`config.mk`:
```
export PLATFORM = sky130hd
export DESIGN_NAME = gpio_port
export DESIGN_NICKNAME = d
export VERILOG_FILES = /design/src/gpio_port.v /design/src/pin_sync.v
export VERILOG_INCLUDE_DIRS = /design/src
export SDC_FILE = /design/constraint.sdc
export NUM_CORES = 1
export LEC_CHECK = 0
export BUFFER_PORTS_ARGS = -buffer_cell sky130_fd_sc_hd__buf_2
export CORE_MARGIN = 2
export CORE_UTILIZATION = 30
export CTS_CLUSTER_SIZE = 16
export DETAILED_ROUTE_END_ITERATION = 8
export REMOVE_ABC_BUFFERS = 1
export SETUP_SLACK_MARGIN = 0.05
export SYNTH_ARGS = -nofsm -noshare
export SYNTH_HDL_FRONTEND = slang
export SYNTH_SLANG_ARGS = --single-unit
```
`constraint.sdc`:
```
create_clock -name CLK -period 3.85 [get_ports CLK]
set_clock_uncertainty 0.2 [all_clocks]
set_input_delay 0.9625 -clock CLK [delete_from_list [all_inputs] [get_ports CLK]]
set_output_delay 0.9625 -clock CLK [all_outputs]
set_load 0.01 [all_outputs]
```
`src/gpio_port_defines.vh`:
```
`ifndef GPIO_PORT_DEFINES_VH
`define GPIO_PORT_DEFINES_VH
// Register addresses
`define ADDR_PORT0_LATCH    8'h80
`define ADDR_PORT2_LATCH    8'hA0
`define ADDR_PORT0_DRIVE    8'hA4
`define ADDR_PORT1_BYPASS   8'hD5
`define ADDR_PORT0_KIND     8'hF1
// Reset values
`define RST_PORT0_LATCH     8'hFF
`define RST_PORT2_LATCH     8'h01
`define RST_PORT0_DRIVE     8'h00
`define RST_PORT1_BYPASS    8'h00
`define RST_PORT0_KIND      8'hFF
// Port 2 writable mask
`define PORT2_MASK          8'h01
// Bit address split
`define BIT_BASE_POS        3
`define BIT_SEL_MSB         2
`endif

```
`src/gpio_port.v`:
```
// Behaviour
// - Unclaimed non-analog pins act as software GPIO
// - Port 0 and port 2 latches byte and bit addressable; other port registers byte only
// - Writes captured in held output latch
// - Normal reads return sampled pin levels
// - Read-modify-write byte ops read latch
// - Bit move/clear/set read latch bits
`include "gpio_port_defines.vh"
`timescale 1ns/100ps
`default_nettype none
module gpio_port (
   input  wire       CLK,
   input  wire       RST,
   input  wire       CE,
   input  wire [7:0] ADDR,
   input  wire       BIT_MODE,
   input  wire       WR,
   input  wire       RD,
   input  wire       RMW,
   input  wire [7:0] WDATA,
   input  wire       WBIT,
   output reg  [7:0] RDATA,
   output reg        RBIT,
   input  wire [7:0] P0_IN,
   output reg  [7:0] P0_OUT,
   output reg  [7:0] P0_OE,
   input  wire       P2_IN,
   output reg        P2_OUT,
   output reg        P2_OE,
   input  wire [7:0] XBAR_CLAIM0,
   input  wire [7:0] XBAR_DATA0,
   input  wire [7:0] XBAR_OEN0,
   output reg  [7:0] P1_BYPASS
);
   reg  [7:0] port0_latch_ff;
   reg  [7:0] port2_latch_ff;
   reg  [7:0] port0_drive_ff;
   reg  [7:0] port1_bypass_ff;
   reg  [7:0] port0_kind_ff;
   wire [7:0] p0_sync;
   wire [7:0] p2_sync;
   reg  [7:0] rd_src;
   reg  [7:0] nxt_byte;
   reg  [7:0] nxt_rdata;
   reg        nxt_rbit;
   reg  [7:0] cur_latch;
   reg  [7:0] p0_pin_val;
   reg  [7:0] p0_drv;
   integer    i;

   ////////////////////////////////////////////////////////////////////////
   function [7:0] byte_of_bit;
      input [7:0] a;
      begin
         byte_of_bit = {a[7:`BIT_BASE_POS], {`BIT_BASE_POS{1'b0}}};
      end
   endfunction

   wire [7:0] eff_addr = BIT_MODE ? byte_of_bit(ADDR) : ADDR;
   wire [2:0] bit_sel  = ADDR[`BIT_SEL_MSB:0];

   ////////////////////////////////////////////////////////////////////////
   pin_sync #(.WIDTH(8)) u_sync0 (
      .clk  (CLK),
      .rst  (RST),
      .ce   (CE),
      .din  (P0_IN),
      .dout (p0_sync)
   );
   pin_sync #(.WIDTH(8)) u_sync2 (
      .clk  (CLK),
      .rst  (RST),
      .ce   (CE),
      .din  ({7'h00, P2_IN}),
      .dout (p2_sync)
   );

   ////////////////////////////////////////////////////////////////////////
   always @* begin
      p0_pin_val = p0_sync & port0_kind_ff;
      cur_latch  = 8'h00;
      rd_src     = 8'h00;
      case (eff_addr)
         `ADDR_PORT0_LATCH : begin
            cur_latch = port0_latch_ff;
            rd_src    = RMW ? port0_latch_ff : p0_pin_val;
         end
         `ADDR_PORT2_LATCH : begin
            cur_latch = port2_latch_ff;
            rd_src    = RMW ? port2_latch_ff : (p2_sync & `PORT2_MASK);
         end
         `ADDR_PORT0_DRIVE : begin
            cur_latch = port0_drive_ff;
            rd_src    = port0_drive_ff;
         end
         `ADDR_PORT1_BYPASS: begin
            cur_latch = port1_bypass_ff;
            rd_src    = port1_bypass_ff;
         end
         `ADDR_PORT0_KIND  : begin
            cur_latch = port0_kind_ff;
            rd_src    = port0_kind_ff;
         end
         default           : begin
            cur_latch = 8'h00;
            rd_src    = 8'h00;
         end
      endcase
      nxt_byte = cur_latch;
      if (BIT_MODE)
         nxt_byte[bit_sel] = WBIT;
      else
         nxt_byte = WDATA;
      nxt_rdata = RD ? rd_src : RDATA;
      nxt_rbit  = RD ? rd_src[bit_sel] : RBIT;
   end

   ////////////////////////////////////////////////////////////////////////
   always @(posedge CLK or posedge RST) begin
      if (RST) begin
         port0_latch_ff  <= `RST_PORT0_LATCH;
         port2_latch_ff  <= `RST_PORT2_LATCH;
         port0_drive_ff  <= `RST_PORT0_DRIVE;
         port1_bypass_ff <= `RST_PORT1_BYPASS;
         port0_kind_ff   <= `RST_PORT0_KIND;
         RDATA           <= 8'h00;
         RBIT            <= 1'b0;
      end else if (CE) begin
         RDATA <= nxt_rdata;
         RBIT  <= nxt_rbit;
         if (WR) begin
            case (eff_addr)
               `ADDR_PORT0_LATCH : port0_latch_ff  <= nxt_byte;
               `ADDR_PORT2_LATCH : port2_latch_ff  <= nxt_byte & `PORT2_MASK;
               `ADDR_PORT0_DRIVE : port0_drive_ff  <= nxt_byte;
               `ADDR_PORT1_BYPASS: port1_bypass_ff <= nxt_byte;
               `ADDR_PORT0_KIND  : port0_kind_ff   <= nxt_byte;
               default           : port0_kind_ff   <= port0_kind_ff;
            endcase
         end
      end
   end

   ////////////////////////////////////////////////////////////////////////
   // Pin drive
   always @* begin
      p0_drv = 8'h00;
      for (i = 0; i < 8; i = i + 1)
         p0_drv[i] = XBAR_CLAIM0[i] ? XBAR_DATA0[i] : port0_latch_ff[i];
   end

   always @(posedge CLK or posedge RST) begin
      if (RST) begin
         P0_OUT    <= 8'h00;
         P0_OE     <= 8'h00;
         P2_OUT    <= 1'b0;
         P2_OE     <= 1'b0;
         P1_BYPASS <= 8'h00;
      end else if (CE) begin
         for (i = 0; i < 8; i = i + 1) begin
            P0_OUT[i] <= 1'b0;
            P0_OE[i]  <= port0_kind_ff[i] &
                         ~(XBAR_CLAIM0[i] & XBAR_OEN0[i]) &
                         (~p0_drv[i] | port0_drive_ff[i]);
            if (port0_drive_ff[i])
               P0_OUT[i] <= p0_drv[i];
         end
         P2_OUT    <= 1'b0;
         P2_OE     <= ~port2_latch_ff[0];
         P1_BYPASS <= port1_bypass_ff;
      end
   end
endmodule // gpio_port
`default_nettype wire

```
`src/pin_sync.v`:
```
`timescale 1ns/100ps
`default_nettype none
module pin_sync #(
   parameter WIDTH = 8
) (
   input  wire             clk,
   input  wire             rst,
   input  wire             ce,
   input  wire [WIDTH-1:0] din,
   output reg  [WIDTH-1:0] dout
);
   reg [WIDTH-1:0] stage_ff;
   always @(posedge clk or posedge rst) begin
      if (rst) begin
         stage_ff <= {WIDTH{1'b0}};
         dout     <= {WIDTH{1'b0}};
      end else if (ce) begin
         stage_ff <= din;
         dout     <= stage_ff;
      end
   end
endmodule // pin_sync
`default_nettype wire
```
After elaboration in Yosys (flattened, before gate mapping)

Cells that the tools add are included.

Shifts and indexed selects: 0
Muxes and demuxes: 27
Bitwise operators: 50
Multipliers: 0
Reduce and logical (&&, ||, !) cells: 7
Magnitude comparators: 2
Equality and inequality tests: 5
Add/subtract/negate cells: 0
Div/mod/pow operators: 0

Operators with widths:

| kind                                                                                 | number |
|---|---|
| 8-bit case mux with 5 select lines                                                   | 2 |
| 8-bit equality test (second input constant)                                          | 5 |
| 1-bit bitwise AND                                                                    | 24 |
| 1-bit 2-to-1 mux                                                                     | 19 |
| 1-bit inverter                                                                       | 17 |
| 8-bit 2-to-1 mux                                                                     | 2 |
| 3-bit AND reduction                                                                  | 5 |
| 8-bit bitwise AND                                                                    | 1 |
| 8-bit bitwise mux                                                                    | 1 |
| 1-bit bitwise OR                                                                     | 8 |
| 3-bit by 4-bit less-than comparator with 1-bit output (second input constant)        | 1 |
| 1-bit binary-select mux with 3-bit select                                            | 1 |
| 1-bit demux with 3-bit select                                                        | 1 |
| 3-bit by 1-bit greater-or-equal comparator with 1-bit output (second input constant) | 1 |
| 3-bit 2-to-1 mux                                                                     | 1 |
| 2-bit AND reduction                                                                  | 1 |
| 1-bit logical AND                                                                    | 1 |

Output and inout port bits: 35
Bits of input ports: 57
Bits in latches: 0
Flip-flop bits (word level): 85
Memories: 0
Bits in read-only memories: 0
Word-level logic and storage cells: 106
Bits in writable memories: 0

Logic depth before layout (Yosys ltp)

Gate-level depths: netlist of the first run.

Depth after elaboration: 6
Gate-level depth with buffers: 8
Gate-level depth less buffers: 5

Modules after synthesis

Synthesis of the first run repeated with hierarchy kept, for this count alone.

Cells, all modules: 440
Area, all modules: 4788.3 um^2

Modules (own cells, without submodules):

| module    | cells an instance | instances | sequential area each (um^2) | area an instance (um^2) |
|---|---|---|---|---|
| gpio_port | 370               | 1         | 1697.9                      | 3482.1 |
| pin_sync  | 35                | 2         | 400.4                       | 653.1 |

Worst setup path after synthesis of the first run

Ideal clock, no wire load.

Path kind: input-to-reg
Start: in ADDR[4]
End: reg port0_drive_ff[1]
Path buffers: 1
Library setup time: 125 ps
Path slack: 937 ps
Data required time: 3525 ps
Stages on the path: 5
Arrival time: 2588 ps
Path through: or4b_1 -> buf_2 -> nor4b_4 -> nand3_2 -> mux2_2

Cells in the longest elaborated chain, start to end: 4
Elaborated cells on any way between the ends: 9

Ends and longest elaborated chain:

| item                                   | line                            | text |
|---|---|---|
| from (decl)                            | gpio_port.v:15                  | `input wire [7:0] ADDR,` |
| 8-bit equality test (on tied branches) | gpio_port.v:83, gpio_port.v:132 |  |
| 8-bit case mux with 5 select lines     | gpio_port.v:83                  | `case (eff_addr)` |
| 8-bit bitwise mux                      | gpio_port.v:111                 | `nxt_byte[bit_sel] = WBIT;` |
| 8-bit 2-to-1 mux                       | gpio_port.v:110                 | `if (BIT_MODE)` |
| to (signal assigned)                   | gpio_port.v:123                 | `` port0_drive_ff <= `RST_PORT0_DRIVE; `` |
| to (signal assigned)                   | gpio_port.v:135                 | `` `ADDR_PORT0_DRIVE : port0_drive_ff <= nxt_byte; `` |
| to (decl)                              | gpio_port.v:37                  | `reg [7:0] port0_drive_ff;` |

Several ways; a longest one is shown, not always the timed one.
A chain may end at the register's enable or synchronous reset.

Final worst setup path of the first run

Start: in ADDR[4]
End: reg port0_drive_ff[7]

The elaborated chain is that of the path after synthesis.

==> metrics.cfg, run 1 <==
[placement]
gp_congestion=0.946
placed_area_um2=4960
place_ws_ns=0.541
dpl.hpwl_um=9210
port_buffers=90

[clock_tree]
clock_latency_ns=0.35
numCtsBuffers=9
clockBufferDepth=2
cts_resized=0
path_clk_slew_ns=0.07
holdBufCountCts=0
clock_sinks=85
cts-root-buf=clkbuf_16
post-cts-setup-buffers=0
h-tree-depth=3
cts_tree=done

[setup_path]
crit_type=input port to flip-flop
cp.arrival_ns=2.99
required_ns=3.88
cp_max_fo=9
critPathCaptureType=flip-flop
crit_path_start_kind=input port

[final_layout]
layout_commonest_cell=buf_2
drive_above_1_share=0.338
final_area_um2=5250
layout_common_cells=buf_2 (90), nand2_1 (69), dfrtp_1 (68)
syn_to_final_growth_pct=22.8
nNetsFinal=569
diodes=0
nFillCells=1416

[floorplan]
row_count=43
die_area_um2=15200
start_util=0.308
die_h_um=123
die_w_um=123
io_pins=92
core_area_um2=13900

[yosys]
ys_seq_area_frac=0.502
netlist_top_cells_area=dfrtp_1 (40%), dfstp_2 (10%), mux2_2 (8.7%)
yosysWarnings=0
syn-cell-area_um2=4280
post_synth_inst_count=422
syn_area_per_cell_um2=10.1
synth_ff_type=dfrtp_1
synth_top_area_frac=0.398
ys_async_sr_fraction=1.00
synthDistinctLibCells=60
yosysTopAreaCell=dfrtp_1
ys_ff_latch=85
synth_edf_count=0

[route]
viasPerCell=5.15
routedWlPerCell_um=18.3
wl_um=12700
route.detailed.drc=0
dr.pass1.iters=5
ant_nets=0
vias=3589
drt_iter0_markers=147

[timing]
worst_slack_ns=0.891
fin_crit_sh=0.769
fmax_ghz=0.338
final.setup.tns_ns=0
hold_violations=0
slew_viol_final=0
period_needed_ns=2.96
max_slew_margin=0.486
setup_violations=0
rsz0062_at_grt=no
tightest_slew_ns=0.770

[pwr]
power.total_mw=2.11
leakagePower_nw=2.34
power_density_nw_per_um2=401
max-vdd-ir-drop_mv=0.194

[grt]
grt-ovfl-total=0
grt_first_pass_wirelength_um=19900
grt_usage=0.176
grt_pass1_vias=3576
antenna_found_initial=0
grt_max_degree=44

[min_path]
hp-class=flip-flop to flip-flop

[run_status]
status=finished clean

[run]
cap_violations=0

==> final cells by class <==
class | count | area, µm² | area share
well taps | 180 | 225 | 0.0429
repair buffers | 105 | 576 | 0.110
clock inverters | 4 | 48.8 | 0.00929
clock buffers | 12 | 246 | 0.0469
flip-flops and latches | 85 | 2150 | 0.409
inverters | 25 | 95.1 | 0.0181
multi-input cells | 286 | 1910 | 0.364
==> per-stage QoR <==
step,hold slack [ns],instances,util
CTS,0.283,697,0.378
floorplan,0.266,396,-
detailed placement,0.268,681,0.357
finish,0.276,697,0.378
global route,0.309,697,0.378
global placement,0.263,681,0.357
==> Yosys cell counts (7+ instances only) <==
cell        n
a21oi_1     7
a31oi_1     7
clkbuf_1   18
dfrtp_1    68
dfstp_2    17
inv_1      25
mux2_2     33
mux2i_1    15
nand2_1    69
nor2_1     20
o2111ai_1   8
o21ai_0    37
o22ai_1     9
==> worst paths after layout <==
| path | start | endpoint | slack, ns | cells past startpoint |
|---|---|---|---|---|
| worst max-delay path | ADDR[4] | port0_drive_ff[7] | 0.89 | 5 |
| worst min-delay path | RDATA[3] | RDATA[3] | 0.28 | 2 |
| worst max register to register | port2_latch_ff[0] | RBIT | 2.05 | 5 |
| worst min register to register | RDATA[3] | RDATA[3] | 0.28 | 2 |
| max in group asynchronous | RST | port0_kind_ff[3] | 2.17 | 3 |
| min in group asynchronous | RST | port1_bypass_ff[0] | 0.53 | 2 |
==> metal layers <==
metal	track usage	part of all wire	wire, µm	vias to the layer above
met5	0	0	0	-
met4	0.0724	0.019	239	0
met3	0.0434	0.058	742	15
met2	0.266	0.46	5830	106
met1	0.241	0.46	5910	1764
li1	-	-	-	1704
==> where the power goes <==
part           total (mW)  leakage [nW]  switching [mW]  internal [mW]
combinational       0.231          1.12           0.131         0.0997
sequential           1.00          1.07          0.0422          0.959
clock               0.873         0.147           0.354          0.520
total                2.11          2.34           0.527           1.58
==> critical path, stage by stage <==
cell and delay, ns:
buf_2 0.11, or4b_1 0.68, nor4b_4 0.45, nand3_2 0.38, mux2_2 0.40
==> cells by family (layout without fill, tap and decap cells) <==
family                 after synthesis  count (layout)  share of synthesized area
AO/OA/AOI/OAI                      108             108                      0.177
buffers and inverters               51             146                     0.0503
flip-flops                          85              85                      0.502
multiplexers                        48              48                      0.122
other                                1               1                   0.000877
AND/OR/NAND/NOR                    129             129                      0.147
==> sequential cells by signal, indices dropped and copies added (netlist names), 8 cells and up <==
register and flops:
P0_OE 8, P0_OUT 8, P1_BYPASS 8, RDATA 8, port0_drive_ff 8, port0_kind_ff 8
port0_latch_ff 8, port1_bypass_ff 8, u_sync0.dout 8, u_sync0.stage_ff 8
No activity file was read; power rests on OpenSTA's default activity.
==> inputs of run 2 (changes only) <==
- clock period: 3.85 -> 3 ns (I/O delays scaled with it)
==> run 2 against run 1 <==
Against the previous run:
- setup slack got worse by 0.56 ns
- clock-buffer cell count decreased by 1
- critical endpoint is now port0_latch_ff[4]
- largest cell class unchanged
- sequential share of layout area decreased by 1.0 points
- hold slack got worse by 0.17 ns
- sequential power increased by 28%
- highest routed layer unchanged
==> metrics.cfg, run 2 (synthesized netlist as in run 1, its figures left out) <==
[placement]
dpl.hpwl_um=9640  ; +4.6%
dp_cells=693  ; +1.8%
port_buffers=90  ; unchanged
gp_congestion=0.877  ; -7.2%

[floorplan]
core_area_um2=13900  ; unchanged
die_w_um=123  ; unchanged
die_area_um2=15200  ; unchanged
row_count=43  ; unchanged
io_pins=92  ; unchanged
die_h_um=123  ; unchanged
start_util=0.308  ; unchanged

[pwr]
p_sw_frac=0.240  ; -0.0100
max-vdd-ir-drop_mv=0.274  ; +41%
seqPwrFrac=0.462  ; -0.013
p_int_mw=2.11  ; +34%
power_frac_comb=0.111  ; about the same
power_density_nw_per_um2=516  ; +29%
clkPwrFrac=0.427  ; +0.012
p_switching_mw=0.668  ; +27%
power.total_mw=2.78  ; +32%
leakagePower_nw=2.41  ; +3.0%

[timing]
tightest_slew_ns=0.536  ; -0.234 ns
rsz0062_at_grt=no
whs_ns=0.110  ; -0.166 ns
fmax_ghz=0.374
hold_violations=0  ; unchanged
period_needed_ns=2.67
setup_violations=0  ; unchanged
slew_viol_final=0  ; unchanged
max_slew_margin=0.642  ; +0.156
fin_crit_sh=0.891

[setup_path]
crit_path_start_kind=input port
critical-path-slowest-cell=or4b_1
required_ns=3.07  ; -0.81 ns
max_stage_delay_ns=0.69  ; about the same
crit_type=input port to flip-flop
path_cells=buf_2 > or4b_1 > nor4b_4 > buf_4 > nand2_1 > a311o_1 > a31oi_1
cp_max_fo=9  ; unchanged
worst_path_dominant_cell_family=simple AND/OR/NAND/NOR gates
cp.buffers_inverters=2  ; +1
cp.arrival_ns=2.74  ; -0.25 ns
critPathCaptureType=flip-flop

[route]
vias=3595  ; +0.17%
wl_um=12900  ; +1.1%
drt_iter0_markers=262  ; +78%
routedWlPerCell_um=18.2  ; -0.42%
dr.pass1.iters=5  ; unchanged
route.detailed.drc=0  ; unchanged
ant_nets=0  ; unchanged
viasPerCell=5.08  ; -1.4%

[run]
cap_violations=0  ; unchanged

[final_layout]
layout_common_cells=buf_2 (90), nand2_1 (69), dfrtp_1 (68)
fin_util=0.388  ; +0.00973
diodes=0  ; unchanged
layout_commonest_cell=buf_2
syn_to_final_growth_pct=26.0
nNetsFinal=581  ; +2.1%
layout.cells.non_filler=708  ; +1.6%
drive_above_1_share=0.354  ; +0.0157

[grt]
grt_first_pass_wirelength_um=19900  ; +0.21%
grt_usage=0.177  ; +0.000506
antenna_found_initial=0  ; unchanged
grt-ovfl-total=0  ; unchanged
grt_max_degree=43  ; -2.3%
grt_pass1_vias=3678  ; +2.9%

[clock_tree]
cts-root-buf=clkbuf_16
h-tree-depth=3  ; unchanged
holdBufCountCts=0  ; unchanged
cts_tree=done
cts_resized=0  ; unchanged
clock_sinks=85  ; unchanged
post-cts-setup-buffers=0  ; unchanged
path_clk_slew_ns=0.06  ; about the same
clock_latency_ns=0.35  ; about the same
clockBufferDepth=2  ; unchanged
numCtsBuffers=9  ; unchanged

[run_status]
status=finished clean

[min_path]
hp-class=input port to async pin

[run 2: layout make-up]
type	count	area, µm²
tap	180	225
timing repair buffer	117	691
fill	1410	8490
clock buffer	11	243
sequential	85	2150
inverter	25	95.1
multi-input combinational	286	1910
clock inverter	4	72.6
[run 2: layer usage]
metal	GRT usage	vias to the layer above	routed length [µm]
met5	0	-	0
met4	0.0440	0	173
met3	0.0461	22	811
met2	0.281	107	5870
met1	0.240	1736	6010
li1	-	1730	-
[run 2: path summary, 6_finish.rpt]
kind,depth (start not counted),startpoint,endpoint,slack [ns]
setup / recovery,7,ADDR[4],port0_latch_ff[4],0.33
hold / removal,2,RST,u_sync0.stage_ff[7],0.11
setup reg to reg,5,port2_latch_ff[0],RBIT,1.16
hold reg to reg,2,RDATA[3],RDATA[3],0.27
max in group asynchronous,3,RST,port0_latch_ff[6],1.78
min in group CLK,2,RDATA[3],RDATA[3],0.27
[run 2: through the flow]
stage               cell area, µm²  setup TNS, ns  setup WS, ns
finish                        5390              0         0.328
global route                  5390              0         0.301
CTS                           5390              0         0.356
detailed placement            5070       -0.00427      -0.00427
global placement              5070              0        0.0967
floorplan                     4160          -7.85        -0.115
[run 2: worst register-to-register path: stages (launching register included)]
cell and delay (ns):
dfstp_2 0.56, mux2i_1 0.08, a22o_1 0.26, o31ai_1 0.30
o22ai_1 0.13, a41oi_1 0.23
[run 2: power by group through the flow]
stage,Clock [mW],Combinational (mW),Sequential [mW]
3_5_place_dp,0,0.311,1.30
2_1_floorplan,0,0.153,1.29
6_report,1.19,0.308,1.28
5_1_grt,1.27,0.341,1.29
3_3_place_gp,0,0.304,1.30
4_1_cts,1.22,0.311,1.28
==> inputs of run 3 (changes only) <==
- RECOVER_POWER: default -> 25
==> run 3 against run 2 <==
Against the previous run:
- critical path depth stayed put
- clock-buffer cell count is the same
- final area is 0.28% lower
- hold slack improved by 0.099 ns
- largest cell class unchanged
==> metrics.cfg, run 3 (synthesized netlist as in run 1, its figures left out) <==
[placement]
dpl.hpwl_um=9640  ; unchanged
placed_area_um2=5070  ; unchanged
gp_congestion=0.877  ; unchanged
port_buffers=90  ; unchanged
place_ws_ns=-0.00427  ; unchanged
dp_cells=693  ; unchanged

[route]
vias=3595  ; unchanged
drt_iter0_markers=262  ; unchanged
viasPerCell=5.08  ; unchanged
ant_nets=0  ; unchanged
wl_um=12900  ; about the same
route.detailed.drc=0  ; unchanged
routedWlPerCell_um=18.2  ; about the same
dr.pass1.iters=6  ; +1

[pwr]
power.total_mw=2.77  ; -0.17%
power_density_nw_per_um2=516  ; +0.11%
max-vdd-ir-drop_mv=0.274  ; about the same
leakagePower_nw=2.40  ; -0.38%

[floorplan]
row_count=43  ; unchanged
io_pins=92  ; unchanged
die_area_um2=15200  ; unchanged
start_util=0.308  ; unchanged
die_h_um=123  ; unchanged
die_w_um=123  ; unchanged
core_area_um2=13900  ; unchanged

[min_path]
hp-class=input port to async pin

[clock_tree]
post-cts-setup-buffers=0  ; unchanged
numCtsBuffers=9  ; unchanged
cts_tree=done
clock_latency_ns=0.35  ; about the same
cts-root-buf=clkbuf_16
holdBufCountCts=0  ; unchanged
clockBufferDepth=2  ; unchanged
cts_resized=0  ; unchanged
h-tree-depth=3  ; unchanged
clock_sinks=85  ; unchanged
path_clk_slew_ns=0.06  ; about the same

[grt]
grt_use_met3=0.0461  ; unchanged
grt_pass1_vias=3678  ; unchanged
grt-ovfl-total=0  ; unchanged
grt_use_met2=0.281  ; unchanged
grt_first_pass_wirelength_um=19900  ; unchanged
met1_usage=0.240  ; unchanged
grt_busiest_layer=met2
grt_max_degree=43  ; unchanged
antenna_found_initial=0  ; unchanged
grt_usage=0.177  ; unchanged

[setup_path]
required_ns=3.07  ; about the same
critPathCaptureType=flip-flop
crit_type=input port to flip-flop
crit_path_start_kind=input port
cp_max_fo=9  ; unchanged
cp.arrival_ns=2.74  ; about the same

[timing]
setup_violations=0  ; unchanged
rsz0062_at_grt=no
worst_slack_ns=0.328  ; -0.000107 ns
tightest_slew_ns=1.05  ; +0.516 ns
period_needed_ns=2.67  ; +0.000107 ns
final.setup.tns_ns=0  ; unchanged
slew_viol_final=0  ; unchanged
whs_ns=0.209  ; +0.0990 ns
fmax_ghz=0.374  ; about the same
hold_violations=0  ; unchanged
fin_crit_sh=0.891  ; about the same
max_slew_margin=0.299  ; -0.343

[final_layout]
syn_to_final_growth_pct=25.6
nFillCells=1412  ; +0.14%
nNetsFinal=581  ; unchanged
fin_util=0.387  ; -0.00108
layout_common_cells=buf_2 (90), nand2_1 (69), dfrtp_1 (68)
layout.cells.non_filler=708  ; unchanged
layout_commonest_cell=buf_2
diodes=0  ; unchanged
drive_above_1_share=0.354  ; unchanged
final_area_um2=5370  ; -0.28%

[run]
cap_violations=0  ; unchanged

[run_status]
status=finished clean

run 3: cell types whose count changed in the layout (fill, tap and decap cells not counted):
cell        change
clkinv_2        -1
clkinvlp_2      +1
clkbuf_2        +1
buf_12          -1
run 3: routing by layer:
metal	vias up	routed length, µm
met3	18	761
met2	105	5900
met1	1742	6060
met5	-	0
met4	0	153
li1	1730	-
run 3: worst paths after layout:
| check | depth (start not counted) | endpoint | slack, ns | startpoint |
|---|---|---|---|---|
| worst max-delay path | 7 | port0_latch_ff[4] | 0.33 | ADDR[4] |
| worst min-delay path | 2 | u_sync0.stage_ff[7] | 0.21 | RST |
| worst max register to register | 5 | RBIT | 1.16 | port2_latch_ff[0] |
| worst min register to register | 2 | RDATA[3] | 0.27 | RDATA[3] |
| max in group asynchronous | 3 | P0_OE[2] | 1.02 | RST |
| min in group CLK | 2 | RDATA[3] | 0.27 | RDATA[3] |
run 3: power by group:
part           internal, mW  switching [mW]
registers              1.23          0.0530
clock network         0.745           0.440
logic                 0.133           0.173
total                  2.11           0.666
run 3: worst max-delay path: stages:
cell	delay [ns]
buf_2	0.11
or4b_1	0.69
nor4b_4	0.30
buf_4	0.26
nand2_1	0.13
a311o_1	0.30
a31oi_1	0.19
run 3: cell type report:
class	count	area [µm²]	area share
clock buffer	11	243	0.0452
inverter	25	95.1	0.0177
sequential	85	2150	0.400
tap	180	225	0.0419
timing repair buffer	117	676	0.126
multi-input combinational	286	1910	0.356
clock inverter	4	72.6	0.0135
